===== src/hw/ccpu_regs.vh =====
// Purpose: Register map, field layout and codes of the capture unit
// Assumes: Byte address of a register is four times its index
// Notes:   Definitions only
`ifndef CCPU_REGS_VH
`define CCPU_REGS_VH

// Bus geometry
`define CCPU_ADR_W          10
`define CCPU_DAT_W          32
`define CCPU_SEL_W          4

// Register indices (byte address = index * 4)
`define CCPU_IDX_VAL_LO     8'h15
`define CCPU_IDX_VAL_HI     8'h16
`define CCPU_IDX_MODE_CTRL  8'h17
`define CCPU_IDX_IRQ_STAT   8'h18
`define CCPU_IDX_IRQ_MASK   8'h19

// Mode control layout
`define CCPU_MODE_MSB       3
`define CCPU_MODE_LSB       0
`define CCPU_DUTY_LSB_LOW   4
`define CCPU_DUTY_LSB_HIGH  5
`define CCPU_CTRL_W         6

// Mode select codes
`define CCPU_MODE_OFF       4'h0
`define CCPU_MODE_CAP_FALL  4'h4
`define CCPU_MODE_CAP_RISE  4'h5
`define CCPU_MODE_CAP_DIV4  4'h6
`define CCPU_MODE_CAP_DIV16 4'h7
`define CCPU_MODE_CMP_SET   4'h8
`define CCPU_MODE_CMP_CLR   4'h9
`define CCPU_MODE_CMP_IRQ   4'ha
`define CCPU_MODE_CMP_SPEV  4'hb
`define CCPU_GRP_CAPTURE    2'h1
`define CCPU_GRP_COMPARE    2'h2
`define CCPU_GRP_PWM        2'h3

// Edge prescaler selects
`define CCPU_DIV_1          2'h0
`define CCPU_DIV_4          2'h1
`define CCPU_DIV_16         2'h2

// Interrupt status and mask layout
`define CCPU_IRQ_W          2
`define CCPU_IRQ_FLAG_BIT   0
`define CCPU_IRQ_OVR_BIT    1

// Reset values
`define CCPU_CTRL_RST       6'h00
`define CCPU_VAL_RST        8'h00
`define CCPU_IRQ_RST        2'h0

`endif


===== src/hw/ccpu_edge_presc.v =====
// Purpose: Pin edge detector with a 1, 4 or 16 edge prescaler
// Assumes: pin_in is synchronous to core_clk
// Notes:   edge_evt is a one-cycle registered pulse
`timescale 1ns/1ps
`include "ccpu_regs.vh"

module ccpu_edge_presc #(
  parameter CNT_W = 4
) (
  input  wire       core_clk,
  input  wire       rst_n,
  input  wire       pin_in,
  input  wire       clear,
  input  wire       on_falling,
  input  wire [1:0] div_sel,
  output reg        edge_evt
);

  reg  [CNT_W-1:0] cnt_reg;
  reg              pin_prev_reg;
  wire             rise;
  wire             fall;
  wire             edge_hit;
  reg              last_edge;

  assign rise     = pin_in & ~pin_prev_reg;
  assign fall     = ~pin_in & pin_prev_reg;
  assign edge_hit = on_falling ? fall : rise;

  always @*
  begin
    case (div_sel)
      `CCPU_DIV_4:  last_edge = (cnt_reg[1:0] == 2'h3);
      `CCPU_DIV_16: last_edge = (cnt_reg == {CNT_W{1'b1}});
      default:      last_edge = 1'b1;
    endcase
  end

  // Previous level keeps tracking while cleared, so no false edge on entry
  always @(posedge core_clk or negedge rst_n)
  begin
    if (!rst_n)
    begin
      pin_prev_reg <= 1'b0;
      cnt_reg      <= {CNT_W{1'b0}};
      edge_evt     <= 1'b0;
    end
    else
    begin
      pin_prev_reg <= pin_in;
      if (clear)
      begin
        cnt_reg  <= {CNT_W{1'b0}};
        edge_evt <= 1'b0;
      end
      else if (edge_hit)
      begin
        cnt_reg  <= last_edge ? {CNT_W{1'b0}} : cnt_reg + 1'b1;
        edge_evt <= last_edge;
      end
      else
      begin
        edge_evt <= 1'b0;
      end
    end
  end

endmodule // ccpu_edge_presc


===== src/hw/ccpu_pwm_gen.v =====
// Purpose: Double-buffered 10-bit duty generator on timer two
// Assumes: period_match pulses once per timer two period
// Notes:   A zero duty never sets the output
`timescale 1ns/1ps
`include "ccpu_regs.vh"

module ccpu_pwm_gen #(
  parameter DUTY_W = 10
) (
  input  wire              core_clk,
  input  wire              rst_n,
  input  wire              enable,
  input  wire              period_match,
  input  wire [DUTY_W-3:0] timer_two,
  input  wire [1:0]        timer_two_fine,
  input  wire [DUTY_W-1:0] duty_next,
  output reg               pwm_level
);

  reg [DUTY_W-1:0] duty_reg;

  // Duty is only taken at period end, which keeps the waveform glitchless
  always @(posedge core_clk or negedge rst_n)
  begin
    if (!rst_n)
    begin
      duty_reg  <= {DUTY_W{1'b0}};
      pwm_level <= 1'b0;
    end
    else if (!enable)
    begin
      duty_reg  <= {DUTY_W{1'b0}};
      pwm_level <= 1'b0;
    end
    else if (period_match)
    begin
      duty_reg  <= duty_next;
      pwm_level <= (duty_next != {DUTY_W{1'b0}});
    end
    // Registered clear lags one tick, so compare against duty minus one
    else if ((duty_reg - {{(DUTY_W-1){1'b0}}, 1'b1}) ==
             {timer_two, timer_two_fine})
    begin
      pwm_level <= 1'b0;
    end
  end

endmodule // ccpu_pwm_gen


===== src/hw/ccpu_top.v =====
// Purpose: Capture, compare and PWM unit with a Wishbone register slave
// Assumes: Timer values and the unit pin are synchronous to core_clk
// Notes:   Registers answer one cycle after the request, data lane 0 only
//
// Implementation choice: the Wishbone register port.
`timescale 1ns/1ps
`include "ccpu_regs.vh"

// How it works
// - One 16-bit value serves as capture, compare or PWM duty register.
// - Value splits into low and high bytes; bytes and control read/write, except the high byte in PWM.
// - Control register low four bits select the operating mode.
// - Capture and compare use timer one; PWM uses timer two.
// - PWM duty is low byte above control bits five and four.
// - Mode 0100 captures timer one on each falling pin edge.
// - Mode 0101 captures timer one on each rising pin edge.
// - Mode 0111 captures on every sixteenth rising pin edge.
// - Mode 1000 match drives the pin high and sets the flag.
// - Mode 1010 match sets the flag and leaves the pin alone.
// - Mode 1011 match sets the flag and resets timer one.
module ccpu_top (
  input  wire                   core_clk,
  input  wire                   rst_n,
  input  wire                   wb_cyc_i,
  input  wire                   wb_stb_i,
  input  wire                   wb_we_i,
  input  wire [`CCPU_ADR_W-1:0] wb_adr_i,
  input  wire [`CCPU_SEL_W-1:0] wb_sel_i,
  input  wire [`CCPU_DAT_W-1:0] wb_dat_i,
  output reg  [`CCPU_DAT_W-1:0] wb_dat_o,
  output reg                    wb_ack_o,
  input  wire [15:0]            timer_one,
  output reg                    timer_one_reset,
  input  wire [7:0]             timer_two,
  input  wire [1:0]             timer_two_fine,
  input  wire                   timer_two_period_match,
  input  wire                   unit_pin_in,
  output reg                    unit_pin_out,
  output reg                    unit_pin_oe_n,
  output reg                    irq
);

  // Register state
  reg [`CCPU_CTRL_W-1:0] mode_control_register_reg;
  reg [7:0]              value_low_byte_reg;
  reg [7:0]              value_high_byte_reg;
  reg [`CCPU_IRQ_W-1:0]  irq_stat_reg;
  reg [`CCPU_IRQ_W-1:0]  irq_mask_reg;

  // Compare state
  reg                    cmp_level_reg;
  reg                    match_prev_reg;

  // Bus decode
  wire                   bus_req;
  wire                   ack_next;
  wire                   wr_fire;
  wire [7:0]             reg_idx;
  wire                   hit_lo;
  wire                   hit_hi;
  wire                   hit_ctrl;
  wire                   hit_stat;
  wire                   hit_mask;
  reg  [`CCPU_DAT_W-1:0] rd_next;

  // Mode decode
  wire [3:0]             mode_select_field;
  wire [1:0]             mode_grp;
  wire                   mode_off;
  wire                   mode_capture;
  wire                   mode_compare;
  wire                   mode_pwm;
  wire [3:0]             new_mode;
  wire                   ctrl_wr;

  // Events
  wire                   cap_evt;
  wire                   presc_clear;
  wire                   on_falling;
  reg  [1:0]             div_sel;
  wire [15:0]            value_full;
  wire                   match;
  wire                   match_rise;
  wire                   flag_set;
  wire                   ovr_set;
  wire [`CCPU_IRQ_W-1:0] stat_set;
  wire [`CCPU_IRQ_W-1:0] stat_clr;
  wire [`CCPU_IRQ_W-1:0] irq_stat_next;
  reg                    cmp_level_next;
  wire                   pwm_level;
  wire [9:0]             pwm_duty;

  assign bus_req  = wb_cyc_i & wb_stb_i;
  assign ack_next = bus_req & ~wb_ack_o;
  // Write lands on the edge that the master samples ack high
  assign wr_fire  = bus_req & wb_we_i & wb_ack_o & wb_sel_i[0];
  assign reg_idx  = wb_adr_i[`CCPU_ADR_W-1:2];
  assign hit_lo   = (reg_idx == `CCPU_IDX_VAL_LO);
  assign hit_hi   = (reg_idx == `CCPU_IDX_VAL_HI);
  assign hit_ctrl = (reg_idx == `CCPU_IDX_MODE_CTRL);
  assign hit_stat = (reg_idx == `CCPU_IDX_IRQ_STAT);
  assign hit_mask = (reg_idx == `CCPU_IDX_IRQ_MASK);

  assign mode_select_field =
    mode_control_register_reg[`CCPU_MODE_MSB:`CCPU_MODE_LSB];
  assign mode_grp     = mode_select_field[3:2];
  assign mode_off     = (mode_select_field == `CCPU_MODE_OFF);
  assign mode_capture = (mode_grp == `CCPU_GRP_CAPTURE);
  assign mode_compare = (mode_grp == `CCPU_GRP_COMPARE);
  assign mode_pwm     = (mode_grp == `CCPU_GRP_PWM);
  assign ctrl_wr      = wr_fire & hit_ctrl;
  assign new_mode     = wb_dat_i[`CCPU_MODE_MSB:`CCPU_MODE_LSB];

  // Read mux; unmapped indices answer zero
  always @*
  begin
    rd_next = {`CCPU_DAT_W{1'b0}};
    case (1'b1)
      hit_lo:   rd_next[7:0] = value_low_byte_reg;
      hit_hi:   rd_next[7:0] = value_high_byte_reg;
      hit_ctrl: rd_next[`CCPU_CTRL_W-1:0] = mode_control_register_reg;
      hit_stat: rd_next[`CCPU_IRQ_W-1:0] = irq_stat_reg;
      hit_mask: rd_next[`CCPU_IRQ_W-1:0] = irq_mask_reg;
      default:  rd_next = {`CCPU_DAT_W{1'b0}};
    endcase
  end

  always @(posedge core_clk or negedge rst_n)
  begin
    if (!rst_n)
    begin
      wb_ack_o <= 1'b0;
      wb_dat_o <= {`CCPU_DAT_W{1'b0}};
    end
    else
    begin
      wb_ack_o <= ack_next;
      if (ack_next)
        wb_dat_o <= rd_next;
    end
  end

  // Capture edge selection
  assign on_falling  = (mode_select_field == `CCPU_MODE_CAP_FALL);
  // Prescaler restarts on any control write, so a new ratio starts clean
  assign presc_clear = ~mode_capture | ctrl_wr;

  always @*
  begin
    case (mode_select_field)
      `CCPU_MODE_CAP_DIV4:  div_sel = `CCPU_DIV_4;
      `CCPU_MODE_CAP_DIV16: div_sel = `CCPU_DIV_16;
      default:              div_sel = `CCPU_DIV_1;
    endcase
  end

  ccpu_edge_presc #(
    .CNT_W      (4)
  ) u_edge_presc (
    .core_clk   (core_clk),
    .rst_n      (rst_n),
    .pin_in     (unit_pin_in),
    .clear      (presc_clear),
    .on_falling (on_falling),
    .div_sel    (div_sel),
    .edge_evt   (cap_evt)
  );

  // Value register: capture beats a software write in the same cycle
  always @(posedge core_clk or negedge rst_n)
  begin
    if (!rst_n)
    begin
      value_low_byte_reg  <= `CCPU_VAL_RST;
      value_high_byte_reg <= `CCPU_VAL_RST;
    end
    else if (cap_evt && mode_capture)
    begin
      value_low_byte_reg  <= timer_one[7:0];
      value_high_byte_reg <= timer_one[15:8];
    end
    else
    begin
      if (wr_fire && hit_lo)
        value_low_byte_reg <= wb_dat_i[7:0];
      // High byte is the duty shadow in PWM and read-only there
      if (mode_pwm && timer_two_period_match)
        value_high_byte_reg <= value_low_byte_reg;
      else if (wr_fire && hit_hi && !mode_pwm)
        value_high_byte_reg <= wb_dat_i[7:0];
    end
  end

  always @(posedge core_clk or negedge rst_n)
  begin
    if (!rst_n)
      mode_control_register_reg <= `CCPU_CTRL_RST;
    else if (ctrl_wr)
      mode_control_register_reg <= wb_dat_i[`CCPU_CTRL_W-1:0];
  end

  // Compare against timer one; act once per match, not every cycle
  assign value_full = {value_high_byte_reg, value_low_byte_reg};
  assign match      = mode_compare && (value_full == timer_one);
  assign match_rise = match & ~match_prev_reg;

  always @*
  begin
    cmp_level_next = cmp_level_reg;
    if (ctrl_wr)
    begin
      // Entering a pin mode presets the pin opposite to its match level
      if (new_mode == `CCPU_MODE_CMP_SET)
        cmp_level_next = 1'b0;
      else if (new_mode == `CCPU_MODE_CMP_CLR)
        cmp_level_next = 1'b1;
      else if (new_mode == `CCPU_MODE_OFF)
        cmp_level_next = 1'b0;
    end
    else if (mode_off)
      cmp_level_next = 1'b0;
    else if (match_rise)
    begin
      case (mode_select_field)
        `CCPU_MODE_CMP_SET: cmp_level_next = 1'b1;
        `CCPU_MODE_CMP_CLR: cmp_level_next = 1'b0;
        default:            cmp_level_next = cmp_level_reg;
      endcase
    end
  end

  always @(posedge core_clk or negedge rst_n)
  begin
    if (!rst_n)
    begin
      cmp_level_reg   <= 1'b0;
      match_prev_reg  <= 1'b0;
      timer_one_reset <= 1'b0;
    end
    else
    begin
      cmp_level_reg   <= cmp_level_next;
      match_prev_reg  <= match;
      timer_one_reset <= match_rise &&
                         (mode_select_field == `CCPU_MODE_CMP_SPEV);
    end
  end

  // PWM duty: eight high bits from the low byte, two low from control
  assign pwm_duty = {value_low_byte_reg,
                     mode_control_register_reg[`CCPU_DUTY_LSB_HIGH],
                     mode_control_register_reg[`CCPU_DUTY_LSB_LOW]};

  ccpu_pwm_gen #(
    .DUTY_W         (10)
  ) u_pwm_gen (
    .core_clk       (core_clk),
    .rst_n          (rst_n),
    .enable         (mode_pwm),
    .period_match   (timer_two_period_match),
    .timer_two      (timer_two),
    .timer_two_fine (timer_two_fine),
    .duty_next      (pwm_duty),
    .pwm_level      (pwm_level)
  );

  // Pin is driven only in compare and PWM modes
  always @(posedge core_clk or negedge rst_n)
  begin
    if (!rst_n)
    begin
      unit_pin_out  <= 1'b0;
      unit_pin_oe_n <= 1'b1;
    end
    else
    begin
      unit_pin_out  <= mode_pwm ? pwm_level : cmp_level_next;
      unit_pin_oe_n <= ~(mode_compare | mode_pwm);
    end
  end

  // Interrupt flag: every capture and every compare match sets it
  assign flag_set = (cap_evt & mode_capture) | match_rise;
  // Overrun marks a capture taken while the flag was still pending
  assign ovr_set  = cap_evt & mode_capture & irq_stat_reg[`CCPU_IRQ_FLAG_BIT];
  assign stat_set = {ovr_set, flag_set};
  assign stat_clr = (wr_fire && hit_stat) ?
                    wb_dat_i[`CCPU_IRQ_W-1:0] : {`CCPU_IRQ_W{1'b0}};
  // Set wins over a write-one clear in the same cycle
  assign irq_stat_next = (irq_stat_reg & ~stat_clr) | stat_set;

  always @(posedge core_clk or negedge rst_n)
  begin
    if (!rst_n)
    begin
      irq_stat_reg <= `CCPU_IRQ_RST;
      irq_mask_reg <= `CCPU_IRQ_RST;
      irq          <= 1'b0;
    end
    else
    begin
      irq_stat_reg <= irq_stat_next;
      if (wr_fire && hit_mask)
        irq_mask_reg <= wb_dat_i[`CCPU_IRQ_W-1:0];
      irq <= |(irq_stat_next &
               ((wr_fire && hit_mask) ?
                wb_dat_i[`CCPU_IRQ_W-1:0] : irq_mask_reg));
    end
  end

endmodule // ccpu_top


===== config.mk =====
export PLATFORM = sky130hd
export DESIGN_NAME = ccpu_top
export DESIGN_NICKNAME = d
export VERILOG_FILES = /design/src/hw/ccpu_edge_presc.v /design/src/hw/ccpu_pwm_gen.v /design/src/hw/ccpu_top.v
export VERILOG_INCLUDE_DIRS = /design/src /design/src/hw
export SDC_FILE = /design/constraint.sdc
export NUM_CORES = 1
export LEC_CHECK = 0
export BUFFER_PORTS_ARGS = -buffer_cell sky130_fd_sc_hd__buf_2
export CAP_MARGIN = 0
export CORE_MARGIN = 5
export CORE_UTILIZATION = 30
export CTS_BUF_LIST = sky130_fd_sc_hd__clkbuf_16
export DETAILED_ROUTE_END_ITERATION = 7
export REMOVE_ABC_BUFFERS = 1
export SYNTH_ARGS = -nofsm -noshare
export SYNTH_HDL_FRONTEND = slang
export SYNTH_SLANG_ARGS = --single-unit

===== constraint.sdc =====
create_clock -name core_clk -period 3.13 [get_ports core_clk]
set_clock_uncertainty 0.15 [all_clocks]
set_input_delay 0.1565 -clock core_clk [delete_from_list [all_inputs] [get_ports core_clk]]
set_output_delay 0.1565 -clock core_clk [all_outputs]
set_load 0.01 [all_outputs]

==> flow_summary.toml <==
[critical_path]
crit_arrival_ns = 2.60
cp-end-kind = "flip-flop"
path_depth = 8
worst_path_largest_cell_delay_ns = 0.63
cp.buffers_inverters = 2
startpoint = "timer_one[4]"
crit_type = "in -> reg"
critical_path_required_ns = 3.21
regToRegStartpoint = "value_low_byte_reg[4]"
r2r_end = "cmp_level_reg"
critical_path.endpoint = "cmp_level_reg"
rrSetupSlack_ns = 0.65
crit_path_max_fanout = 3
reg2reg_depth = 6
crit_family = "simple AND/OR/NAND/NOR gates"
crit_slowest_cell = "nor4_1"
critPathLaunchType = "input port"
path_cells = "dlygate4sd3_1 > buf_2 > xnor2_1 > nand4_1 > or3_1 > nor4_1 > nor2_1 > o22ai_1"

[drt]
initialDrtViolationCount = 226
postRouteAntennaNets = 0
drc_errors = 0
finalWirelength_mm = 9.356
viasPerCell = 4.933
wl_per_cell_um = 15.57
dr.pass1.iters = 4
vias = 2965

[synthesis]
synth_seq_cells = 58
netlist_area_sq_um = 3507
synth_area_per_cell_sq_um = 9.453
synth_area_leader_cell = "dfrtp_1"
ys_types = 47
synth_top_area_share_pct = 40.67
seq_area_frac_synth_pct = 41.42
synth-main-ff-cell = "dfrtp_1"
synth.area.top_cells = "dfrtp_1 (41%), mux2i_1 (7.1%), buf_4 (5.1%)"
synthArstFlopShare_pct = 100.0
synth_edf_count = 0
ys_warn_count = 0
syn_inst = 371

[power]
switching_power_mw = 0.4394
leakagePower_nw = 2.083
intPower_mw = 1.440
power_frac_clock_pct = 51.0
p_per_area_nw_per_um2 = 431.1
p_seq_share_pct = 40.7
power_frac_comb_pct = 8.3
vdd_drop_max_mv = 0.2373
swShare_pct = 23.39

[min_path]
min_path_type = "in -> reg"
min_delay_path_depth = 3

[outcome]
status = "completed"

[clocking]
cts_root_buf = "clkbuf_16"
postCtsSetupRepairBufs = 0
path_clk_slew_ns = 0.05
cts_tree = "yes"
cts.sinks = 58
clkLatencyLatePin_ns = 0.32
cts_buffer_depth = 2
h-tree-depth = 3
numCtsBuffers = 9

[sta]
tightest_slew_ns = 1.054
rsz0062_at_grt = "false"
fmax_ghz = 0.3965
min_period_ns = 2.522
hold_viol = 0
setup_viol = 0
max_slew_margin_pct = 29.71
tns_ns = 0
fin_crit_sh_pct = 80.57
timing.final.ws_setup_ns = 0.6081
report.final.slew_viol_count = 0

[finish]
multi_input_area_sq_um = 1886
nFillCells = 1165
mostFrequentLayoutCell = "buf_2"
layout_common_cells = "buf_2 (62), dfrtp_1 (57), nand2_1 (36)"
largest_register_ffs = 10
nets = 536
register_area_sq_um = 1453
area_delta_synth_final_pct = 24.30
diodes = 0
drive_above_1_share_pct = 23.36

[global_route]
overflow = 0
grt_most_used_layer = "met2"
met2_usage_pct = 21.55
antenna_found_initial = 0
grt_use_met3_pct = 3.412
grt_pass1_vias = 3030
grt_pass1_wl_mm = 15.37
track_usage_pct = 13.32
grt_start_max_net_pins = 31
use_met1_pct = 18.01

[die]
start_util_pct = 30.71
core_area_sq_um = 11420
die_h_um = 118.1
die_width_um = 118.1
rows = 39
dieArea_sq_um = 13950
num_io_pins = 116

[run]
max_cap_viol_count = 0

[placement]
post-place-ws_ns = 0.5984
port_buffers = 62
gp_congestion = 0.7899
detailed_place_hpwl_mm = 7.093
[layout make-up]
type                       instances  area share [%]
clock buffer                       9           5.166
clock inverter                     7           1.607
inverter                           7          0.6028
multi-input combinational        292           43.25
sequential                        58           33.32
tap                              143           4.104
timing repair buffer              85           11.94
[cells in the mapped netlist (2+ instances only)]
cell,instances
a21o_1,2
a21oi_1,15
a221oi_1,2
a22o_1,7
a22oi_1,7
a31oi_1,3
and2_1,2
and3_1,4
buf_1,4
buf_4,24
clkbuf_1,9
dfrtp_1,57
ha_1,4
inv_1,7
mux2_2,14
mux2i_1,25
nand2_1,36
nand2b_1,4
nand3_1,6
nand3b_1,5
nand4_1,3
nor2_1,28
nor2b_1,4
nor3_1,7
nor3_2,2
nor4_1,6
o21ai_0,31
o22ai_1,2
or2_2,2
or3_1,2
or4_1,2
or4b_4,2
xnor2_1,15
xor2_1,15
[logic make-up after synthesis]
group | share of synthesized area, %
AO/OA/AOI/OAI | 13.31
adder cells (fa/ha/maj) | 1.427
buffers and inverters | 7.278
XOR/XNOR | 7.492
other | 0.1069
multiplexers | 11.63
AND/OR/NAND/NOR | 17.34
flip-flops | 41.42
[repair_timing]
action / 4_1_cts / 5_1_grt
hold buffers: 15 / 0
hold endpoints to repair: 31 / 0
resized for setup: 0 / 0
[how the worst min path moves through the flow]
stage                     slack (ns)                      endpoint          start
final                           0.02        value_high_byte_reg[7]  timer_one[15]
after CTS                      0.008  mode_control_register_reg[0]    wb_dat_i[0]
after detailed placement        0.01                           irq          rst_n
after floorplan                -0.29                 cmp_level_reg          rst_n
after global placement         0.007                           irq          rst_n
after global routing            0.02  mode_control_register_reg[2]    wb_dat_i[2]
[per-layer routing]
metal	vias to the layer above	share of wire (%)
met1	1401	43
met3	9	7.9
met2	116	48
met5	-	0
met4	0	0.72
li1	1439	-
[power by group through the flow]
| stage | clock network [mW] | logic, mW | registers, mW |
|---|---|---|---|
| 2_1_floorplan | 0 | 0.0643 | 0.776 |
| 3_3_place_gp | 0 | 0.143 | 0.777 |
| 3_5_place_dp | 0 | 0.145 | 0.777 |
| 4_1_cts | 0.982 | 0.158 | 0.764 |
| 5_1_grt | 1.01 | 0.176 | 0.765 |
| 6_report | 0.958 | 0.157 | 0.765 |
[tightest hold or removal path, delay by kind of cell]
family                 cells  cell delay [ns]
AOI/OAI and AO/OA          2             0.19
buffers and inverters      1             0.10
[per-stage QoR]
stage	hold slack [ns]	power (mW)	utilization [%]	cells	cell area (sq um)
detailed placement	0.01314	0.9223	34.28	570	3914
global route	0.02002	1.946	38.18	601	4359
finish	0.01604	1.879	38.18	601	4359
floorplan	-0.2891	0.8406	-	357	3364
CTS	0.008135	1.905	38.18	601	4359
global placement	0.007307	0.9197	34.28	570	3914
Note: power is estimated with default switching activity, not from simulation.
